--- src/rtl/ssp_pkg.sv ---
// Shared constants and carrier types of the serial port pin logic.
// Assumes a single machine clock that also samples every pin.
package ssp_pkg;
  localparam int          WORD_BITS     = 16;
  localparam int          DIV_W         = 8;
  localparam logic [4:0]  BIT_COUNT     = 5'h10;
  localparam logic [4:0]  LAST_BIT      = 5'h0F;
  localparam logic [7:0]  STD_DIV_VALUE = 8'h03;
  localparam logic [15:0] WORD_RESET    = 16'h0000;
  localparam logic [4:0]  CNT_RESET     = 5'h00;
  localparam logic [7:0]  DIV_RESET     = 8'h00;

  // One two-way pin as driven by the device.
  typedef struct packed {
    logic level;
    logic enable;
  } ssp_drive_t;

  typedef struct packed {
    logic       internal_clock_select;
    logic       tx_sync_output_mode;
    logic       tdm_mode;
    logic       tdm_address;
  } ssp_std_cfg_t;

  typedef struct packed {
    logic             internal_clock_select;
    logic             tx_sync_output_mode;
    logic             clock_edge_polarity;
    logic             frame_sync_polarity;
    logic [DIV_W-1:0] clock_divider_value;
  } ssp_buf_cfg_t;

  typedef struct packed {
    logic rx_clock_pin_level;
    logic tx_clock_pin_level;
  } ssp_status_t;
endpackage

--- src/rtl/ssp_top.sv ---
// Pin logic of the standard and the buffered synchronous serial port.
// Assumes all pin inputs are synchronous to clk; pads resolve enables.
`timescale 1ns/1ps
module ssp_top
  import ssp_pkg::*;
(
  input  wire logic                 clk,
  input  wire logic                 arst_n,
  input  wire logic                 off_n,
  input  wire ssp_std_cfg_t         std_cfg,
  input  wire ssp_buf_cfg_t         buf_cfg,
  input  wire logic                 rx_bit_clock,
  input  wire logic                 tx_bit_clock_in,
  output ssp_drive_t                tx_bit_clock,
  input  wire logic                 serial_in_pin,
  output ssp_drive_t                serial_out_pin,
  input  wire logic                 rx_frame_sync_in,
  output ssp_drive_t                rx_frame_sync,
  input  wire logic                 tx_frame_sync_in,
  output ssp_drive_t                tx_frame_sync,
  input  wire logic                 buffered_rx_bit_clock,
  input  wire logic                 buffered_tx_bit_clock_in,
  output ssp_drive_t                buffered_tx_bit_clock,
  input  wire logic                 buffered_serial_in,
  output ssp_drive_t                buffered_serial_out,
  input  wire logic                 buffered_rx_frame_sync,
  input  wire logic                 buffered_tx_frame_sync_in,
  output ssp_drive_t                buffered_tx_frame_sync,
  input  wire logic                 std_tx_load,
  input  wire logic [WORD_BITS-1:0] std_tx_word,
  output logic                      std_tx_pending,
  output logic [WORD_BITS-1:0]      std_rx_word,
  output logic                      std_rx_valid,
  input  wire logic                 buf_tx_load,
  input  wire logic [WORD_BITS-1:0] buf_tx_word,
  output logic                      buf_tx_pending,
  output logic [WORD_BITS-1:0]      buf_rx_word,
  output logic                      buf_rx_valid,
  output ssp_status_t               std_status,
  output ssp_status_t               buf_status
);
  typedef struct packed {
    logic        std_rxc_prev;
    logic        std_txc_prev;
    logic        std_fsr_prev;
    logic        std_fsx_prev;
    logic        buf_rxc_prev;
    logic        buf_txc_prev;
    logic        buf_fsr_prev;
    logic        buf_fsx_prev;
    logic        std_fs_gen;
    logic        buf_fs_gen;
    ssp_drive_t  std_txc;
    ssp_drive_t  std_dout;
    ssp_drive_t  std_fsr;
    ssp_drive_t  std_fsx;
    ssp_drive_t  buf_txc;
    ssp_drive_t  buf_dout;
    ssp_drive_t  buf_fsx;
    ssp_status_t std_stat;
    ssp_status_t buf_stat;
  } ssp_top_state_t;

  ssp_top_state_t s;
  ssp_top_state_t next_s;
  logic           std_div_level;
  logic           buf_div_level;
  logic           std_txc_lvl;
  logic           buf_txc_lvl;
  logic           std_fsx_lvl;
  logic           std_fsr_lvl;
  logic           buf_fsr_act;
  logic           buf_fsx_act;
  logic           std_rx_edge;
  logic           std_tx_edge;
  logic           buf_rx_edge;
  logic           buf_tx_edge;
  logic           std_rx_start;
  logic           std_tx_start;
  logic           buf_rx_start;
  logic           buf_tx_start;
  logic           std_rx_busy;
  logic           std_tx_busy;
  logic           std_tx_driving;
  logic           std_tx_bit;
  logic           buf_rx_busy;
  logic           buf_tx_busy;
  logic           buf_tx_driving;
  logic           buf_tx_bit;

  ssp_clkdiv u_std_div (
    .clk      (clk),
    .arst_n   (arst_n),
    .run      (std_cfg.internal_clock_select),
    .divider  (STD_DIV_VALUE),
    .polarity (1'b0),
    .level    (std_div_level)
  );

  ssp_clkdiv u_buf_div (
    .clk      (clk),
    .arst_n   (arst_n),
    .run      (buf_cfg.internal_clock_select),
    .divider  (buf_cfg.clock_divider_value),
    .polarity (buf_cfg.clock_edge_polarity),
    .level    (buf_div_level)
  );

  // Effective levels follow the own driver when the device sources the pin, except receive sync: in multiplex mode it follows transmit sync.
  always_comb
  begin
    std_txc_lvl = std_cfg.internal_clock_select ? s.std_txc.level : tx_bit_clock_in;
    buf_txc_lvl = buf_cfg.internal_clock_select ? s.buf_txc.level : buffered_tx_bit_clock_in;
    std_fsx_lvl = std_cfg.tx_sync_output_mode ? s.std_fsx.level : tx_frame_sync_in;
    std_fsr_lvl = std_cfg.tdm_mode ? std_fsx_lvl : rx_frame_sync_in;
    buf_fsr_act = buffered_rx_frame_sync ^ buf_cfg.frame_sync_polarity;
    buf_fsx_act = (buf_cfg.tx_sync_output_mode ? s.buf_fsx.level
                   : buffered_tx_frame_sync_in) ^ buf_cfg.frame_sync_polarity;
    std_rx_edge = s.std_rxc_prev & ~rx_bit_clock;
    std_tx_edge = ~s.std_txc_prev & std_txc_lvl;
    buf_rx_edge = buf_cfg.clock_edge_polarity ? (~s.buf_rxc_prev & buffered_rx_bit_clock)
                  : (s.buf_rxc_prev & ~buffered_rx_bit_clock);
    buf_tx_edge = buf_cfg.clock_edge_polarity ? (s.buf_txc_prev & ~buf_txc_lvl)
                  : (~s.buf_txc_prev & buf_txc_lvl);
    std_rx_start = s.std_fsr_prev & ~std_fsr_lvl;
    std_tx_start = s.std_fsx_prev & ~std_fsx_lvl;
    buf_rx_start = ~s.buf_fsr_prev & buf_fsr_act;
    buf_tx_start = ~s.buf_fsx_prev & buf_fsx_act;
  end

  ssp_shifter u_std_shift (
    .clk        (clk),
    .arst_n     (arst_n),
    .rx_edge    (std_rx_edge),
    .rx_start   (std_rx_start),
    .serial_in  (serial_in_pin),
    .tx_edge    (std_tx_edge),
    .tx_start   (std_tx_start),
    .tx_load    (std_tx_load),
    .tx_word    (std_tx_word),
    .rx_word    (std_rx_word),
    .rx_done    (std_rx_valid),
    .rx_busy    (std_rx_busy),
    .tx_pending (std_tx_pending),
    .tx_busy    (std_tx_busy),
    .tx_driving (std_tx_driving),
    .tx_bit     (std_tx_bit)
  );

  ssp_shifter u_buf_shift (
    .clk        (clk),
    .arst_n     (arst_n),
    .rx_edge    (buf_rx_edge),
    .rx_start   (buf_rx_start),
    .serial_in  (buffered_serial_in),
    .tx_edge    (buf_tx_edge),
    .tx_start   (buf_tx_start),
    .tx_load    (buf_tx_load),
    .tx_word    (buf_tx_word),
    .rx_word    (buf_rx_word),
    .rx_done    (buf_rx_valid),
    .rx_busy    (buf_rx_busy),
    .tx_pending (buf_tx_pending),
    .tx_busy    (buf_tx_busy),
    .tx_driving (buf_tx_driving),
    .tx_bit     (buf_tx_bit)
  );

  always_comb
  begin
    next_s = s;
    next_s.std_rxc_prev = rx_bit_clock;
    next_s.std_txc_prev = std_txc_lvl;
    next_s.std_fsr_prev = std_fsr_lvl;
    next_s.std_fsx_prev = std_fsx_lvl;
    next_s.buf_rxc_prev = buffered_rx_bit_clock;
    next_s.buf_txc_prev = buf_txc_lvl;
    next_s.buf_fsr_prev = buf_fsr_act;
    next_s.buf_fsx_prev = buf_fsx_act;
    next_s.std_txc.level = std_div_level;
    next_s.std_txc.enable = off_n & std_cfg.internal_clock_select;
    next_s.buf_txc.level = buf_div_level;
    next_s.buf_txc.enable = off_n & buf_cfg.internal_clock_select;
    next_s.std_dout.level = std_tx_bit;
    next_s.std_dout.enable = off_n & std_tx_driving;
    next_s.buf_dout.level = buf_tx_bit;
    next_s.buf_dout.enable = off_n & buf_tx_driving;
    next_s.std_fsr.level = std_cfg.tdm_address;
    next_s.std_fsr.enable = off_n & std_cfg.tdm_mode & std_cfg.tx_sync_output_mode;
    // A generated sync lasts one bit period, then the word follows it.
    next_s.std_fsx.enable = off_n & std_cfg.tx_sync_output_mode;
    if (!std_cfg.tx_sync_output_mode)
    begin
      next_s.std_fs_gen = 1'b0;
      next_s.std_fsx.level = 1'b1;
    end
    else if (std_tx_edge)
    begin
      next_s.std_fs_gen = ~s.std_fs_gen & std_tx_pending & ~std_tx_busy;
      next_s.std_fsx.level = ~next_s.std_fs_gen;
    end
    next_s.buf_fsx.enable = off_n & buf_cfg.tx_sync_output_mode;
    if (!buf_cfg.tx_sync_output_mode)
      next_s.buf_fs_gen = 1'b0;
    else if (buf_tx_edge)
      next_s.buf_fs_gen = ~s.buf_fs_gen & buf_tx_pending & ~buf_tx_busy;
    next_s.buf_fsx.level = next_s.buf_fs_gen ^ buf_cfg.frame_sync_polarity;
    next_s.std_stat.rx_clock_pin_level = rx_bit_clock;
    next_s.std_stat.tx_clock_pin_level = std_txc_lvl;
    next_s.buf_stat.rx_clock_pin_level = buffered_rx_bit_clock;
    next_s.buf_stat.tx_clock_pin_level = buf_txc_lvl;
  end

  always_ff @(posedge clk or negedge arst_n)
  begin
    if (!arst_n)
    begin
      s <= '0;
      s.std_fsx.level <= 1'b1;
      // A buffered sync already asserted at release must not count as a start.
      s.buf_fsr_prev <= 1'b1;
      s.buf_fsx_prev <= 1'b1;
    end
    else
      s <= next_s;
  end

  assign tx_bit_clock           = s.std_txc;
  assign serial_out_pin         = s.std_dout;
  assign rx_frame_sync          = s.std_fsr;
  assign tx_frame_sync          = s.std_fsx;
  assign buffered_tx_bit_clock  = s.buf_txc;
  assign buffered_serial_out    = s.buf_dout;
  assign buffered_tx_frame_sync = s.buf_fsx;
  assign std_status             = s.std_stat;
  assign buf_status             = s.buf_stat;

  property p_buf_clk_input;
    @(posedge clk) disable iff (!arst_n)
      !buf_cfg.internal_clock_select |=> !buffered_tx_bit_clock.enable;
  endproperty
  a_buf_clk_input: assert property (p_buf_clk_input)
    else $error("buffered transmit clock driven while external");

  property p_off_floats;
    @(posedge clk) disable iff (!arst_n)
      !off_n |=> !(tx_bit_clock.enable || serial_out_pin.enable || tx_frame_sync.enable
                  || rx_frame_sync.enable || buffered_tx_bit_clock.enable
                  || buffered_serial_out.enable || buffered_tx_frame_sync.enable);
  endproperty
  a_off_floats: assert property (p_off_floats)
    else $error("an output driven while outputs are disabled");

  property p_std_quarter;
    @(posedge clk) disable iff (!arst_n)
      (std_cfg.internal_clock_select && $rose(tx_bit_clock.level)) ##1
      std_cfg.internal_clock_select[*3] |=> $rose(tx_bit_clock.level);
  endproperty
  a_std_quarter: assert property (p_std_quarter)
    else $error("standard internal clock period is not four cycles");

  property p_std_half;
    @(posedge clk) disable iff (!arst_n)
      (std_cfg.internal_clock_select && $rose(tx_bit_clock.level)) ##1
      std_cfg.internal_clock_select |-> tx_bit_clock.level ##1 !tx_bit_clock.level;
  endproperty
  a_std_half: assert property (p_std_half)
    else $error("standard internal clock not two high two low");

  property p_dout_float;
    @(posedge clk) disable iff (!arst_n)
      serial_out_pin.enable |-> $past(std_tx_busy) && $past(off_n);
  endproperty
  a_dout_float: assert property (p_dout_float)
    else $error("data output driven with no transmission");

  property p_std_rx_start;
    @(posedge clk) disable iff (!arst_n)
      std_rx_start && !std_rx_busy |=> std_rx_busy;
  endproperty
  a_std_rx_start: assert property (p_std_rx_start)
    else $error("receive frame sync fall did not start reception");

  property p_std_tx_start;
    @(posedge clk) disable iff (!arst_n)
      std_tx_start && std_tx_pending && !std_tx_busy |=> std_tx_busy && !std_tx_pending;
  endproperty
  a_std_tx_start: assert property (p_std_tx_start)
    else $error("transmit frame sync fall did not start transmission");

  property p_fsx_input;
    @(posedge clk) disable iff (!arst_n)
      !std_cfg.tx_sync_output_mode |=> !tx_frame_sync.enable && tx_frame_sync.level;
  endproperty
  a_fsx_input: assert property (p_fsx_input)
    else $error("standard transmit sync driven in input mode");

  property p_tdm_addr;
    @(posedge clk) disable iff (!arst_n)
      rx_frame_sync.enable |-> $past(std_cfg.tdm_mode)
                               && rx_frame_sync.level == $past(std_cfg.tdm_address);
  endproperty
  a_tdm_addr: assert property (p_tdm_addr)
    else $error("receive sync pin driven outside multiplex mode");

  property p_buf_rx_pol;
    @(posedge clk) disable iff (!arst_n)
      $rose(buffered_rx_frame_sync != buf_cfg.frame_sync_polarity) && !buf_rx_busy
      |=> buf_rx_busy;
  endproperty
  a_buf_rx_pol: assert property (p_buf_rx_pol)
    else $error("buffered receive start at wrong sync polarity");
endmodule

--- src/rtl/ssp_clkdiv.sv ---
// Internal bit clock generator: period of divider+1 machine clocks, or 2 for divider 0.
// Assumes software keeps the divider steady while the clock is used.
`timescale 1ns/1ps
module ssp_clkdiv
  import ssp_pkg::*;
(
  input  wire logic             clk,
  input  wire logic             arst_n,
  input  wire logic             run,
  input  wire logic [DIV_W-1:0] divider,
  input  wire logic             polarity,
  output logic                  level
);
  typedef struct packed {
    logic [DIV_W-1:0] cnt;
    logic             level;
  } ssp_div_state_t;

  ssp_div_state_t   s;
  ssp_div_state_t   next_s;
  logic [DIV_W-1:0] half;
  logic [DIV_W-1:0] high_len;

  always_comb
  begin
    next_s = s;
    half = divider >> 1;
    if (divider[0])
      high_len = half + 8'h01;
    else if (polarity)
      high_len = half;
    else
      high_len = half + 8'h01;
    if (!run)
    begin
      // Parking the count at its end makes the first high phase a full one.
      next_s.cnt = divider;
      next_s.level = 1'b0;
    end
    else if (divider == DIV_RESET)
    begin
      // Divide-by-one cannot leave a flip-flop; the fastest is half rate.
      next_s.level = ~s.level;
    end
    else
    begin
      next_s.cnt = (s.cnt >= divider) ? DIV_RESET : s.cnt + 8'h01;
      next_s.level = (next_s.cnt < high_len);
    end
  end

  always_ff @(posedge clk or negedge arst_n)
  begin
    if (!arst_n)
      s <= '0;
    else
      s <= next_s;
  end

  assign level = s.level;
endmodule

--- src/rtl/ssp_shifter.sv ---
// Receive and transmit shift registers of one serial port.
// Assumes edge and start strobes are one-cycle pulses from the pin logic.
`timescale 1ns/1ps
module ssp_shifter
  import ssp_pkg::*;
(
  input  wire logic                 clk,
  input  wire logic                 arst_n,
  input  wire logic                 rx_edge,
  input  wire logic                 rx_start,
  input  wire logic                 serial_in,
  input  wire logic                 tx_edge,
  input  wire logic                 tx_start,
  input  wire logic                 tx_load,
  input  wire logic [WORD_BITS-1:0] tx_word,
  output logic [WORD_BITS-1:0]      rx_word,
  output logic                      rx_done,
  output logic                      rx_busy,
  output logic                      tx_pending,
  output logic                      tx_busy,
  output logic                      tx_driving,
  output logic                      tx_bit
);
  typedef struct packed {
    logic [WORD_BITS-1:0] rx_sr;
    logic [WORD_BITS-1:0] rx_word;
    logic [WORD_BITS-1:0] tx_sr;
    logic [WORD_BITS-1:0] tx_buf;
    logic [4:0]           rx_cnt;
    logic [4:0]           tx_cnt;
    logic                 rx_busy;
    logic                 rx_done;
    logic                 tx_busy;
    logic                 tx_pending;
    logic                 tx_bit;
  } ssp_shift_state_t;

  ssp_shift_state_t s;
  ssp_shift_state_t next_s;

  always_comb
  begin
    next_s = s;
    next_s.rx_done = 1'b0;
    if (rx_start && !s.rx_busy)
    begin
      next_s.rx_busy = 1'b1;
      next_s.rx_cnt = CNT_RESET;
    end
    else if (s.rx_busy && rx_edge)
    begin
      next_s.rx_sr = {s.rx_sr[WORD_BITS-2:0], serial_in};
      next_s.rx_cnt = s.rx_cnt + 5'h01;
      if (s.rx_cnt == LAST_BIT)
      begin
        next_s.rx_busy = 1'b0;
        next_s.rx_word = next_s.rx_sr;
        next_s.rx_done = 1'b1;
      end
    end
    if (tx_load && !s.tx_pending)
    begin
      next_s.tx_pending = 1'b1;
      next_s.tx_buf = tx_word;
    end
    if (tx_start && s.tx_pending && !s.tx_busy)
    begin
      next_s.tx_busy = 1'b1;
      next_s.tx_pending = 1'b0;
      next_s.tx_sr = s.tx_buf;
      next_s.tx_cnt = CNT_RESET;
    end
    else if (s.tx_busy && tx_edge)
    begin
      if (s.tx_cnt == BIT_COUNT)
        next_s.tx_busy = 1'b0;
      else
      begin
        next_s.tx_bit = s.tx_sr[WORD_BITS-1];
        next_s.tx_sr = {s.tx_sr[WORD_BITS-2:0], 1'b0};
        next_s.tx_cnt = s.tx_cnt + 5'h01;
      end
    end
  end

  always_ff @(posedge clk or negedge arst_n)
  begin
    if (!arst_n)
      s <= '0;
    else
      s <= next_s;
  end

  assign rx_word    = s.rx_word;
  assign rx_done    = s.rx_done;
  assign rx_busy    = s.rx_busy;
  assign tx_pending = s.tx_pending;
  assign tx_busy    = s.tx_busy;
  assign tx_driving = s.tx_busy && (s.tx_cnt != CNT_RESET);
  assign tx_bit     = s.tx_bit;
endmodule

--- config.mk ---
export PLATFORM = sky130hd
export DESIGN_NAME = ssp_top
export DESIGN_NICKNAME = d
export VERILOG_FILES = /design/src/rtl/ssp_pkg.sv /design/src/rtl/ssp_top.sv /design/src/rtl/ssp_clkdiv.sv /design/src/rtl/ssp_shifter.sv
export SDC_FILE = /design/constraint.sdc
export NUM_CORES = 1
export LEC_CHECK = 0
export BUFFER_PORTS_ARGS = -buffer_cell sky130_fd_sc_hd__buf_2
export CORE_MARGIN = 3
export CORE_UTILIZATION = 54
export CTS_CLUSTER_DIAMETER = 80
export DETAILED_ROUTE_END_ITERATION = 10
export PLACE_DENSITY = 0.75
export SLEW_MARGIN = 20
export SYNTH_ARGS = -nofsm -noshare
export SYNTH_HDL_FRONTEND = slang
export SYNTH_HIERARCHICAL = 1
export SYNTH_SLANG_ARGS = --single-unit
--- constraint.sdc ---
create_clock -name clk -period 3.4 [get_ports clk]
set_input_delay 1.02 -clock clk [delete_from_list [all_inputs] [get_ports clk]]
set_output_delay 1.02 -clock clk [all_outputs]
set_load 0.02 [all_outputs]
After elaboration in Yosys (flattened, before gate mapping)

Cells that the tools add are included.
W data, S select, Z words.

Bitwise logic cells: 47
Div/mod/pow operators: 0
Reduce and logical (&&, ||, !) cells: 45
Mux-type cells: 55
Multipliers: 0
$lt $le $gt $ge: 4
Shifts and indexed selects: 0
Eq/ne operators: 8
Add/subtract/negate cells: 7

Operators with widths:

| kind                  | count |
|---|---|
| $mux W16              | 6 |
| $mux W5               | 10 |
| $mux W8               | 5 |
| $mux W1               | 28 |
| $and A1 B1 Y1         | 22 |
| $not A1 Y1            | 22 |
| $add A5 B1 Y5 const B | 4 |
| $reduce_bool A2 Y1    | 10 |
| $mux W9               | 2 |
| $add A8 B1 Y8 const B | 2 |
| $reduce_and A2 Y1     | 8 |
| $logic_and A1 B1 Y1   | 14 |
| $reduce_and A3 Y1     | 4 |
| $eq A5 B4 Y1 const B  | 2 |
| $eq A5 B5 Y1 const B  | 2 |
| $reduce_bool A5 Y1    | 2 |
| $add A7 B1 Y8 const B | 1 |
| $ge A8 B2 Y1 const B  | 1 |
| $ge A8 B8 Y1          | 1 |
| $logic_not A8 Y1      | 1 |
| $lt A8 B2 Y1 const B  | 1 |
| $lt A8 B8 Y1          | 1 |
| $mux W2               | 4 |
| $logic_not A1 Y1      | 6 |
| 3 further kinds       | 7 |

Logic and storage cells: 216
ROM bits: 0
Latch bits: 0
Input port bits: 63
Register bits: 198
RAM bits: 0
Memories: 0

Longest topological paths before layout

Gate-level depths: netlist (run 1).

Depth in word-level cells: 7
Depth in mapped cells: 13
Gate-level depth less buffers: 13

Hierarchy

The synthesis (run 1) kept the hierarchy.

Modules (own cells, without submodules):

| module                 | seq. area each (um^2) | instances | area each (um^2) | cells an instance |
|---|---|---|---|---|
| ssp_shifter            | 1,951.9               | 2         | 3,414.5          | 268 |
| ssp_clkdiv (u_buf_div) | 225.2                 | 1         | 1,169.9          | 144 |
| ssp_clkdiv (u_std_div) | 225.2                 | 1         | 1,163.6          | 142 |
| ssp_top                | 604.3                 | 1         | 1,023.5          | 83 |

Worst setup path after synthesis (run 1)

No wires, ideal clock.

Kind: input port to flip-flop
Start: in buf_cfg[1] in the netlist's numbering
End: reg u_buf_div.s, in the netlist u_buf_div/level
Required time: 3.328 ns
Buffers on the path: 1
Setup slack: 0.369 ns
Arrival: 2.959 ns
Cell stages on the path: 13
Cell sequence: inv_1 -> ha_1 -> or4_4 -> a21oi_4 -> o31ai_2 -> buf_6 -> nor2_1 -> ha_1 -> a21oi_1 -> nor2b_1 -> o21ai_0 -> a31oi_1 -> nor2_1

RTL lines:

| what                 | RTL line         | text |
|---|---|---|
| start, declared      | ssp_top.sv:11    | `input wire ssp_buf_cfg_t buf_cfg,` |
| end signal, assigned | ssp_clkdiv.sv:57 | `s <= next_s;` |
| end, declared        | ssp_clkdiv.sv:19 | `ssp_div_state_t s;` |

==> impl_metrics.tcl, run 1 <==
set metrics [dict create \
    postCtsHoldBufs 0 \
    rsz0062_at_grt "false" \
    final_common_cell "dfrtp_1" \
    clkSlewWorstSetupHoldPaths_ns 0.07 \
    sw_frac_of_total_pct 31.7 \
    cts.path.max_buffers 2 \
    pwr-share-seq_pct 45.8 \
    syn_area_sq_um 10200 \
    status "complete, no violations" \
    period_share_pct 89.2 \
    synthArstFlopShare_pct 100 \
    r2r-start "u_buf_div/s[5]" \
    finalHoldViolations 0 \
    p_int_w 0.00550 \
    fmax_mhz 330 \
    grt_max_degree 62 \
    die_y_microns 143 \
    synth_top_area_share_pct 47.9 \
    syn2layout_area_growth_pct 12.0 \
    maxSlewViolCount 0 \
    vdd_drop_max_uv 364 \
    dp.cells 1212 \
    dieArea_sq_um 20500 \
    overflow 0 \
    avgSynthCellArea_sq_um 11.3 \
    fin_crit_ns 3.03 \
    ys_ff_latch 198 \
    r2r_slack_ns 0.61 \
    design_power_total_w 0.00806 \
    cp.required_ns 3.71 \
    route.detailed.drc 0 \
    synth-edff-count 0 \
    numCtsBuffers 17 \
    syn_inst 905 \
    dr.first_iter.drc_count 472 \
    yosys.cell_types.count 71 \
    antenna_found_initial 0 \
    worst_pin_slew_ns 0.830 \
    rr_endpoint "u_buf_div/level" \
    yosys_most_used_dff "dfrtp_1" \
    grt_usage_pct 19.4 \
    min_from "u_std_shift/tx_bit" \
    p_leak_nw 5.35 \
    vias 6830 \
    dr.pass1.iters 7 \
    row_count 49 \
    critPathLaunchType "primary input" \
    final_cells 1244 \
    grt_pass1_vias 6599 \
    cts_resized 0 \
    pre_cts_slack_ns -0.0599 \
    die_w_microns 143 \
    timing.final.ws_setup_ns 0.369 \
    combPwrFrac_pct 27.6 \
    yosys.area.top_type "dfrtp_1" \
    initial_core_util_pct 55.8 \
    drive_gt1_share_pct 29.4 \
    cts-htree-levels 4 \
    worstPathMaxFanout 8 \
    report.final.setup_viol 0 \
    cellPowerDensity_nw_per_um2 707 \
    p_clk_share_pct 26.6 \
    ioPinCount 117 \
    cts_setup_buffers 0 \
    numPortBuffers 116 \
    yosysWarnings 6 \
    synth_area_leaders "dfrtp_1 (48%), mux2_2 (11%), ha_1 (5.2%), buf_4 (3.7%), o211ai_1 (2.7%)" \
    clk_latency_ns 0.42 \
    crit_type "in2reg" \
    avgViaCountPerCell 5.49 \
    cts.sinks 198 \
    min_to "serial_out_pin[1]" \
    num_antenna_cells 0 \
    hold_depth 0 \
    hp-class "reg2reg" \
    grt_pass1_wl_microns 32300 \
    gp_congestion 0.889 \
    relSlewSlack_pct 44.7 \
    power.switching_w 0.00256 \
    ctsRootBufferMaster "clkbuf_16" \
    fillers 1475 \
    ys_seq_area_share_pct 48.7 \
    core_area_sq_um 18300 \
    cts_tree "yes" \
    utilization_pct 62.4 \
    wire_per_inst_microns 15.3 \
    cp_data_arrival_time_ns 3.34 \
    finClkSkew_ns 0.00759 \
    reg2regPathDepth 10 \
    most-common-layout-cells "dfrtp_1 (195), buf_2 (115), mux2_2 (101), nor2_1 (61), nand2_1 (50)" \
    worst_setup_path_end_kind "register" \
    drtAntennaViolNets 0 \
    drt-total-wl_microns 19100 \
    final_nets 1107 \
    maxCapViolCount 0 \
    dp_hpwl_microns 13500 \
]
-- flip-flops by register name, summed over array words and instances (netlist names), 2 cells and up --
signal and count:
buf_status 2, buffered_serial_out 2, buffered_tx_bit_clock 2, buffered_tx_frame_sync 2
rx_frame_sync 2, s 6, serial_out_pin 2, std_status 2
tx_bit_clock 2, tx_frame_sync 2, u_buf_div/s 8, u_buf_shift/rx_word 16
u_buf_shift/s 57, u_std_div/s 8, u_std_shift/rx_word 16, u_std_shift/s 57
-- layout make-up --
cell class,count,area [sq um],share of cell area [%]
clock buffers,17,425,3.73
inverters,45,169,1.48
clock inverters,15,210,1.84
flip-flops and latches,198,4960,43.5
multi-input cells,601,4570,40.1
well taps,229,287,2.51
repair buffers,139,787,6.90
-- layer usage --
| layer | vias up | share of wire, % | track usage [%] |
|---|---|---|---|
| met5 | - | 0 | 0 |
| met4 | 0 | 0.99 | 4.96 |
| met3 | 10 | 4.7 | 3.56 |
| met2 | 155 | 47 | 30.4 |
| met1 | 3329 | 48 | 28.2 |
| li1 | 3336 | - | - |
-- stage by stage --
stage	TNS (ns)	hold slack, ns	cell area [sq um]
finish	0	0.372	11400
global route	0	0.398	11400
CTS	0	0.377	11400
detailed placement	-0.0599	0.360	10800
global placement	0	0.356	10800
floorplan	0	0.349	10300
-- critical path, cell delays in order --
cell and delay (ns):
buf_2 0.10, inv_1 0.08, ha_1 0.29, o21a_1 0.12, a21oi_1 0.09, o31ai_2 0.56, nor2_1 0.12, ha_1 0.32
and4_1 0.22, nand4_1 0.10, a211oi_1 0.25, nor2_1 0.06
-- kinds of logic (layout without fill, tap and decap cells) --
group | after synthesis | after routing | synth area share, %
adder cells (fa/ha/maj) | 42 | 42 | 5.16
buffers and inverters | 136 | 216 | 7.57
multiplexers | 106 | 106 | 11.7
XOR/XNOR | 37 | 37 | 3.18
flip-flops | 198 | 198 | 48.7
AND/OR/NAND/NOR | 245 | 245 | 13.4
other | 2 | 32 | 0.0737
AO/OA/AOI/OAI | 139 | 139 | 10.2
-- how the worst max path moves through the flow --
stage          startpoint              end  slack [ns]  cells past startpoint
2_1_floorplan  buf_cfg[1]  u_buf_div/level        0.37                     13
3_3_place_gp   buf_cfg[3]  u_buf_div/level        0.07                     12
3_5_place_dp   buf_cfg[3]  u_buf_div/level       -0.06                     12
4_1_cts        buf_cfg[3]  u_buf_div/level        0.39                     12
5_1_grt        buf_cfg[3]  u_buf_div/level        0.20                     13
6_report       buf_cfg[3]  u_buf_div/level        0.37                     12
-- synthesized netlist by cell type, types with 10 or more instances --
library cell / instances
nor2b_1: 13
nand3_1: 22
ha_1: 42
dfrtp_1: 195
nand2_1: 50
a22o_1: 10
buf_4: 50
nor2_1: 61
a21oi_1: 13
mux2_2: 101
nor3b_1: 19
clkbuf_1: 26
xor2_1: 16
xnor2_1: 21
o211ai_1: 36
a221o_1: 14
o21ai_0: 19
nand4_1: 10
inv_1: 44
-- power groups by stage --
| stage | sequential (W) | clock, W | combinational, W |
|---|---|---|---|
| 2_1_floorplan | 0.00356 | 0 | 0.00194 |
| 3_3_place_gp | 0.00370 | 0 | 0.00215 |
| 3_5_place_dp | 0.00373 | 0 | 0.00223 |
| 4_1_cts | 0.00369 | 0.00221 | 0.00225 |
| 5_1_grt | 0.00381 | 0.00230 | 0.00250 |
| 6_report | 0.00369 | 0.00214 | 0.00223 |
Note: power is estimated with default switching activity, not from simulation.
==> inputs of run 2 (changes only) <==
--- a/config.mk
+++ b/config.mk
@@ -10,7 +10,7 @@
 export CORE_UTILIZATION = 54
 export CTS_CLUSTER_DIAMETER = 80
 export DETAILED_ROUTE_END_ITERATION = 10
-export PLACE_DENSITY = 0.75
+export PLACE_DENSITY = 0.72
 export SLEW_MARGIN = 20
 export SYNTH_ARGS = -nofsm -noshare
 export SYNTH_HDL_FRONTEND = slang
==> impl_metrics.tcl, run 2 (synthesized netlist as in run 1, its figures left out) <==
set metrics [dict create \
    status "complete, no violations" \
    post_dp_cell_area_sq_um 10800 \
    fmax_mhz 324 \
    core_area_sq_um 18300 \
    cts_setup_buffers 0 \
    worst_pin_slew_ns 0.863 \
    die_w_microns 143 \
    most-common-layout-cells "dfrtp_1 (195), buf_2 (115), mux2_2 (101), nor2_1 (61), nand2_1 (50)" \
    initial_core_util_pct 55.8 \
    rsz0062_at_grt "false" \
    fin_crit_ns 3.08 \
    drive_gt1_share_pct 29.4 \
    utilization_pct 62.4 \
    dieArea_sq_um 20500 \
    maxCapViolCount 0 \
    final_nets 1109 \
    maxSlewViolCount 0 \
    row_count 49 \
    cts_tree "yes" \
    finalHoldViolations 0 \
    die_y_microns 143 \
    wire_per_inst_microns 15.6 \
    drtAntennaViolNets 0 \
    critPathLaunchType "primary input" \
    finClkSkew_ns 0.0148 \
    route.detailed.drc 0 \
    crit_type "in2reg" \
    grt_pass1_vias 6727 \
    finalSetupTns_ns 0 \
    final_cells 1246 \
    top_regs "u_buf_shift/s x57, u_std_shift/s x57" \
    avgViaCountPerCell 5.54 \
    cellPowerDensity_nw_per_um2 697 \
    dp.cells 1214 \
    dr.first_iter.drc_count 424 \
    design_area_sq_um 11400 \
    ioPinCount 117 \
    clkSlewWorstSetupHoldPaths_ns 0.07 \
    cp_data_arrival_time_ns 3.39 \
    period_share_pct 90.7 \
    postCtsHoldBufs 0 \
    worst_setup_path_end_kind "register" \
    drt-total-wl_microns 19400 \
    cts_resized 0 \
    dp_hpwl_microns 13800 \
    vdd_drop_max_uv 353 \
    grt_pass1_wl_microns 32500 \
    syn2layout_area_growth_pct 11.9 \
    report.final.setup_viol 0 \
    antenna_found_initial 0 \
    final_common_cell "dfrtp_1" \
    cts-htree-levels 4 \
    vias 6906 \
    p_leak_nw 5.35 \
    num_antenna_cells 0 \
    cp.required_ns 3.71 \
    relSlewSlack_pct 42.5 \
    dr.pass1.iters 5 \
    numPortBuffers 116 \
    overflow 0 \
    cts.path.max_buffers 2 \
    hp-class "reg2reg" \
    gp_congestion 0.865 \
    grt_usage_pct 19.5 \
    worstPathMaxFanout 9 \
    clk_latency_ns 0.43 \
    numCtsBuffers 17 \
    cts.sinks 198 \
    ctsRootBufferMaster "clkbuf_16" \
    grt_max_degree 81 \
]
-- run 2: critical path, cell delays in order --
cell and delay, ns:
buf_2 0.11, inv_1 0.06, ha_1 0.29, o21a_1 0.13
a21oi_1 0.10, o31ai_2 0.60, nor2_1 0.12, ha_1 0.32
and4_1 0.21, nand4_1 0.10, a211oi_1 0.26, nor2_1 0.07
-- run 2: worst paths after layout --
path / start / slack (ns) / cells past startpoint / to
worst max-delay path: buf_cfg[3] / 0.32 / 12 / u_buf_div/level
max in group asynchronous: arst_n / 2.00 / 2 / s[20]
worst min-delay path: u_std_shift/tx_bit / 0.37 / 0 / serial_out_pin[1]
min in group asynchronous: arst_n / 0.64 / 1 / u_buf_shift/s[73]
worst min register to register: u_std_shift/tx_bit / 0.37 / 0 / serial_out_pin[1]
worst max register to register: u_buf_div/s[4] / 0.55 / 10 / u_buf_div/level
-- run 2: layer usage --
metal | up-vias | share of wire, % | GRT usage [%]
met5 | - | 0 | 0
met4 | 0 | 1.0 | 5.85
met3 | 16 | 4.2 | 3.76
met2 | 150 | 46 | 30.3
met1 | 3400 | 48 | 28.1
li1 | 3340 | - | -
-- run 2: area by class of cell --
| type | instances | area [sq um] |
|---|---|---|
| Fill cell | 1519 | 6870 |
| Sequential cell | 198 | 4960 |
| Multi-Input combinational cell | 601 | 4570 |
| Timing Repair Buffer | 141 | 815 |
| Clock buffer | 19 | 443 |
| Tap cell | 229 | 287 |
| Inverter | 45 | 169 |
| Clock inverter | 13 | 159 |
-- run 2: power by group --
part / switching, W / total, W / internal [W]
Sequential: 0.000524 / 0.00368 / 0.00316
Clock: 0.000954 / 0.00203 / 0.00107
Combinational: 0.00108 / 0.00223 / 0.00115
Total: 0.00256 / 0.00794 / 0.00538
-- run 2: through the flow --
stage	hold WS [ns]	total power [W]	setup slack, ns
global placement	0.358	0.00586	0.0289
global route	0.382	0.00849	0.172
floorplan	0.349	0.00550	0.369
finish	0.372	0.00794	0.316
detailed placement	0.356	0.00597	-0.115
CTS	0.373	0.00803	0.350
==> inputs of run 3 (changes only) <==
--- a/config.mk
+++ b/config.mk
@@ -6,6 +6,7 @@
 export NUM_CORES = 1
 export LEC_CHECK = 0
 export BUFFER_PORTS_ARGS = -buffer_cell sky130_fd_sc_hd__buf_2
+export CORE_ASPECT_RATIO = 0.75
 export CORE_MARGIN = 3
 export CORE_UTILIZATION = 54
 export CTS_CLUSTER_DIAMETER = 80
@@ -14,5 +15,4 @@
 export SLEW_MARGIN = 20
 export SYNTH_ARGS = -nofsm -noshare
 export SYNTH_HDL_FRONTEND = slang
-export SYNTH_HIERARCHICAL = 1
 export SYNTH_SLANG_ARGS = --single-unit
==> constraint.sdc (replaced) <==
create_clock -name clk -period 3.4 [get_ports clk]
set_input_delay 1.02 -clock clk [delete_from_list [all_inputs] [get_ports clk]]
set_output_delay 1.02 -clock clk [all_outputs]
set_load 0.1 [all_outputs]
==> impl_metrics.tcl, run 3 <==
set metrics [dict create \
    status "complete, no violations" \
    clk_latency_ns 0.43 \
    timing.final.ws_setup_ns 0.294 \
    yosysWarnings 0 \
    worstPathMaxFanout 3 \
    multi_input_area_sq_um 3440 \
    crit_type "in2reg" \
    yosys.cell_types.count 61 \
    period_share_pct 91.3 \
    overflow 0 \
    worst_setup_path_end_kind "register" \
    synth-edff-count 0 \
    final_nets 987 \
    hp-class "reg2reg" \
    num_antenna_cells 0 \
    fin_crit_ns 3.11 \
    critPathLaunchType "primary input" \
    cts_tree "yes" \
    synthTopCellsByCount "dfrtp_1 (195), nand2_1 (134), mux2_2 (67)" \
    wire_per_inst_microns 14.5 \
    dp_hpwl_microns 11400 \
    ys_seq_area_share_pct 55.0 \
    synth_area_leaders "dfrtp_1 (54%), mux2_2 (8.4%), nand2_1 (5.6%), buf_4 (4.2%), ha_1 (3.6%)" \
    ys_ff_latch 198 \
    cts.path.max_buffers 2 \
    cp.required_ns 3.73 \
    numCtsBuffers 17 \
    grt_usage_pct 18.7 \
    dieArea_sq_um 18300 \
    vdd_drop_max_uv 315 \
    drtAntennaViolNets 0 \
    most-common-layout-cells "dfrtp_1 (195), nand2_1 (134), buf_2 (115), mux2_2 (67), nor2_1 (41)" \
    die_y_microns 118 \
    syn2layout_area_growth_pct 13.5 \
    avgViaCountPerCell 5.14 \
    cp_data_arrival_time_ns 3.44 \
    route.detailed.drc 0 \
    utilization_pct 63.3 \
    p_leak_nw 5.10 \
    pre_cts_slack_ns -0.165 \
    core_area_sq_um 16200 \
    finalSetupTns_ns 0 \
    postCtsHoldBufs 0 \
    yosys.area.top_type "dfrtp_1" \
    finalHoldViolations 0 \
    syn_inst 809 \
    clkSlewWorstSetupHoldPaths_ns 0.07 \
    dr.first_iter.drc_count 383 \
    vias 5761 \
    yosysMostFrequentCell "dfrtp_1" \
    report.final.setup_viol 0 \
    design_power_total_w 0.00752 \
    initial_core_util_pct 55.7 \
    maxSlewViolCount 0 \
    top_regs "u_buf_shift.s x57, u_std_shift.s x57" \
    synthArstFlopShare_pct 100 \
    avgSynthCellArea_sq_um 11.1 \
    ioPinCount 117 \
    grt_max_degree 83 \
    maxCapViolCount 0 \
    fillers 1323 \
    grt_pass1_wl_microns 27800 \
    die_w_microns 155 \
    cts_setup_buffers 0 \
    relSlewSlack_pct 49.0 \
    cts_resized 0 \
    row_count 40 \
    drive_gt1_share_pct 29.5 \
    rsz0062_at_grt "false" \
    cellPowerDensity_nw_per_um2 735 \
    cts-htree-levels 4 \
    drt-total-wl_microns 16300 \
    seq_area_sq_um 4960 \
    syn_area_sq_um 9010 \
    numPortBuffers 116 \
    finClkSkew_ns 0.0106 \
    cts.sinks 198 \
    dr.pass1.iters 4 \
    yosys_most_used_dff "dfrtp_1" \
    fmax_mhz 322 \
    worst_pin_slew_ns 0.763 \
    antenna_found_initial 0 \
    final_common_cell "dfrtp_1" \
    synth_top_area_share_pct 54.2 \
    grt_pass1_vias 5643 \
    gp_congestion 0.867 \
    ctsRootBufferMaster "clkbuf_16" \
]
-- run 3: cell types whose count changed in the layout (fill, tap and decap cells not counted), sizes merged, moves of 11 or more --
cell and delta:
mux2 -33, conb -26, nand3 -11, ha -16
o21ai +12, nand2 +85, a22oi +13, a221o -14
mux2i +18, nor2 -19, nor3b -15, o211ai -27
-- run 3: kinds of logic (layout without fill, tap and decap cells) --
logic type,after synthesis,count (layout),synth area share (%)
other,1,6,0.0416
AOI/OAI and AO/OA,91,91,6.68
xor gates and xnor gates,23,23,2.24
and+or+nand+nor,263,263,13.9
adders and majority gates,26,26,3.61
DFF,198,198,55.0
muxes,91,91,11.2
buffers and inverters,116,213,7.22
-- run 3: final cells by class --
class	count	area share (%)
Sequential cell	198	48.5
Multi-Input combinational cell	500	33.6
Timing Repair Buffer	143	7.99
Clock buffer	17	4.16
Tap cell	210	2.57
Clock inverter	15	1.81
Inverter	38	1.39
-- run 3: per-layer routing --
metal | GRT usage (%) | vias up | share of wire, %
li1 | - | 2863 | -
met5 | 0 | - | 0
met1 | 28.2 | 2780 | 50
met4 | 4.80 | 0 | 0.80
met2 | 27.2 | 109 | 44
met3 | 4.63 | 9 | 4.8
-- run 3: final timing paths --
check / cells past startpoint / startpoint / end / slack, ns
max: 14 / buf_cfg[1] / u_buf_div.level / 0.29
min: 0 / u_buf_div.level / buffered_tx_bit_clock[1] / 0.36
max reg2reg: 12 / u_buf_div.s[2] / u_buf_div.level / 0.57
min reg2reg: 0 / u_buf_div.level / buffered_tx_bit_clock[1] / 0.36
max in group asynchronous: 2 / arst_n / u_std_shift.tx_bit / 2.02
min in group asynchronous: 1 / arst_n / u_std_shift.rx_word[10] / 0.61
-- run 3: where the power goes --
part           total [W]  switching [W]  internal, W  leakage [nW]
Clock            0.00206       0.000942      0.00112         0.295
Combinational    0.00192        0.00116     0.000762          2.29
Sequential       0.00353       0.000472      0.00306          2.51
-- run 3: per-stage QoR --
stage | hold slack [ns] | cells | area, sq um
2_1_floorplan | 0.331 | 814 | 9030
3_3_place_gp | 0.350 | 1089 | 9610
3_5_place_dp | 0.346 | 1089 | 9610
4_1_cts | 0.368 | 1121 | 10200
5_1_grt | 0.388 | 1121 | 10200
6_report | 0.362 | 1121 | 10200
-- run 3: worst max-delay path, stage by stage --
cell and delay, ns:
buf_2 0.09, inv_1 0.04, ha_1 0.29, nor2b_1 0.14
o211a_1 0.20, o311ai_1 0.34, nand2_1 0.16, nor2_1 0.16
ha_1 0.26, a21oi_1 0.15, nor2b_1 0.07, nor4b_2 0.22
o21ai_0 0.12, o31ai_1 0.19
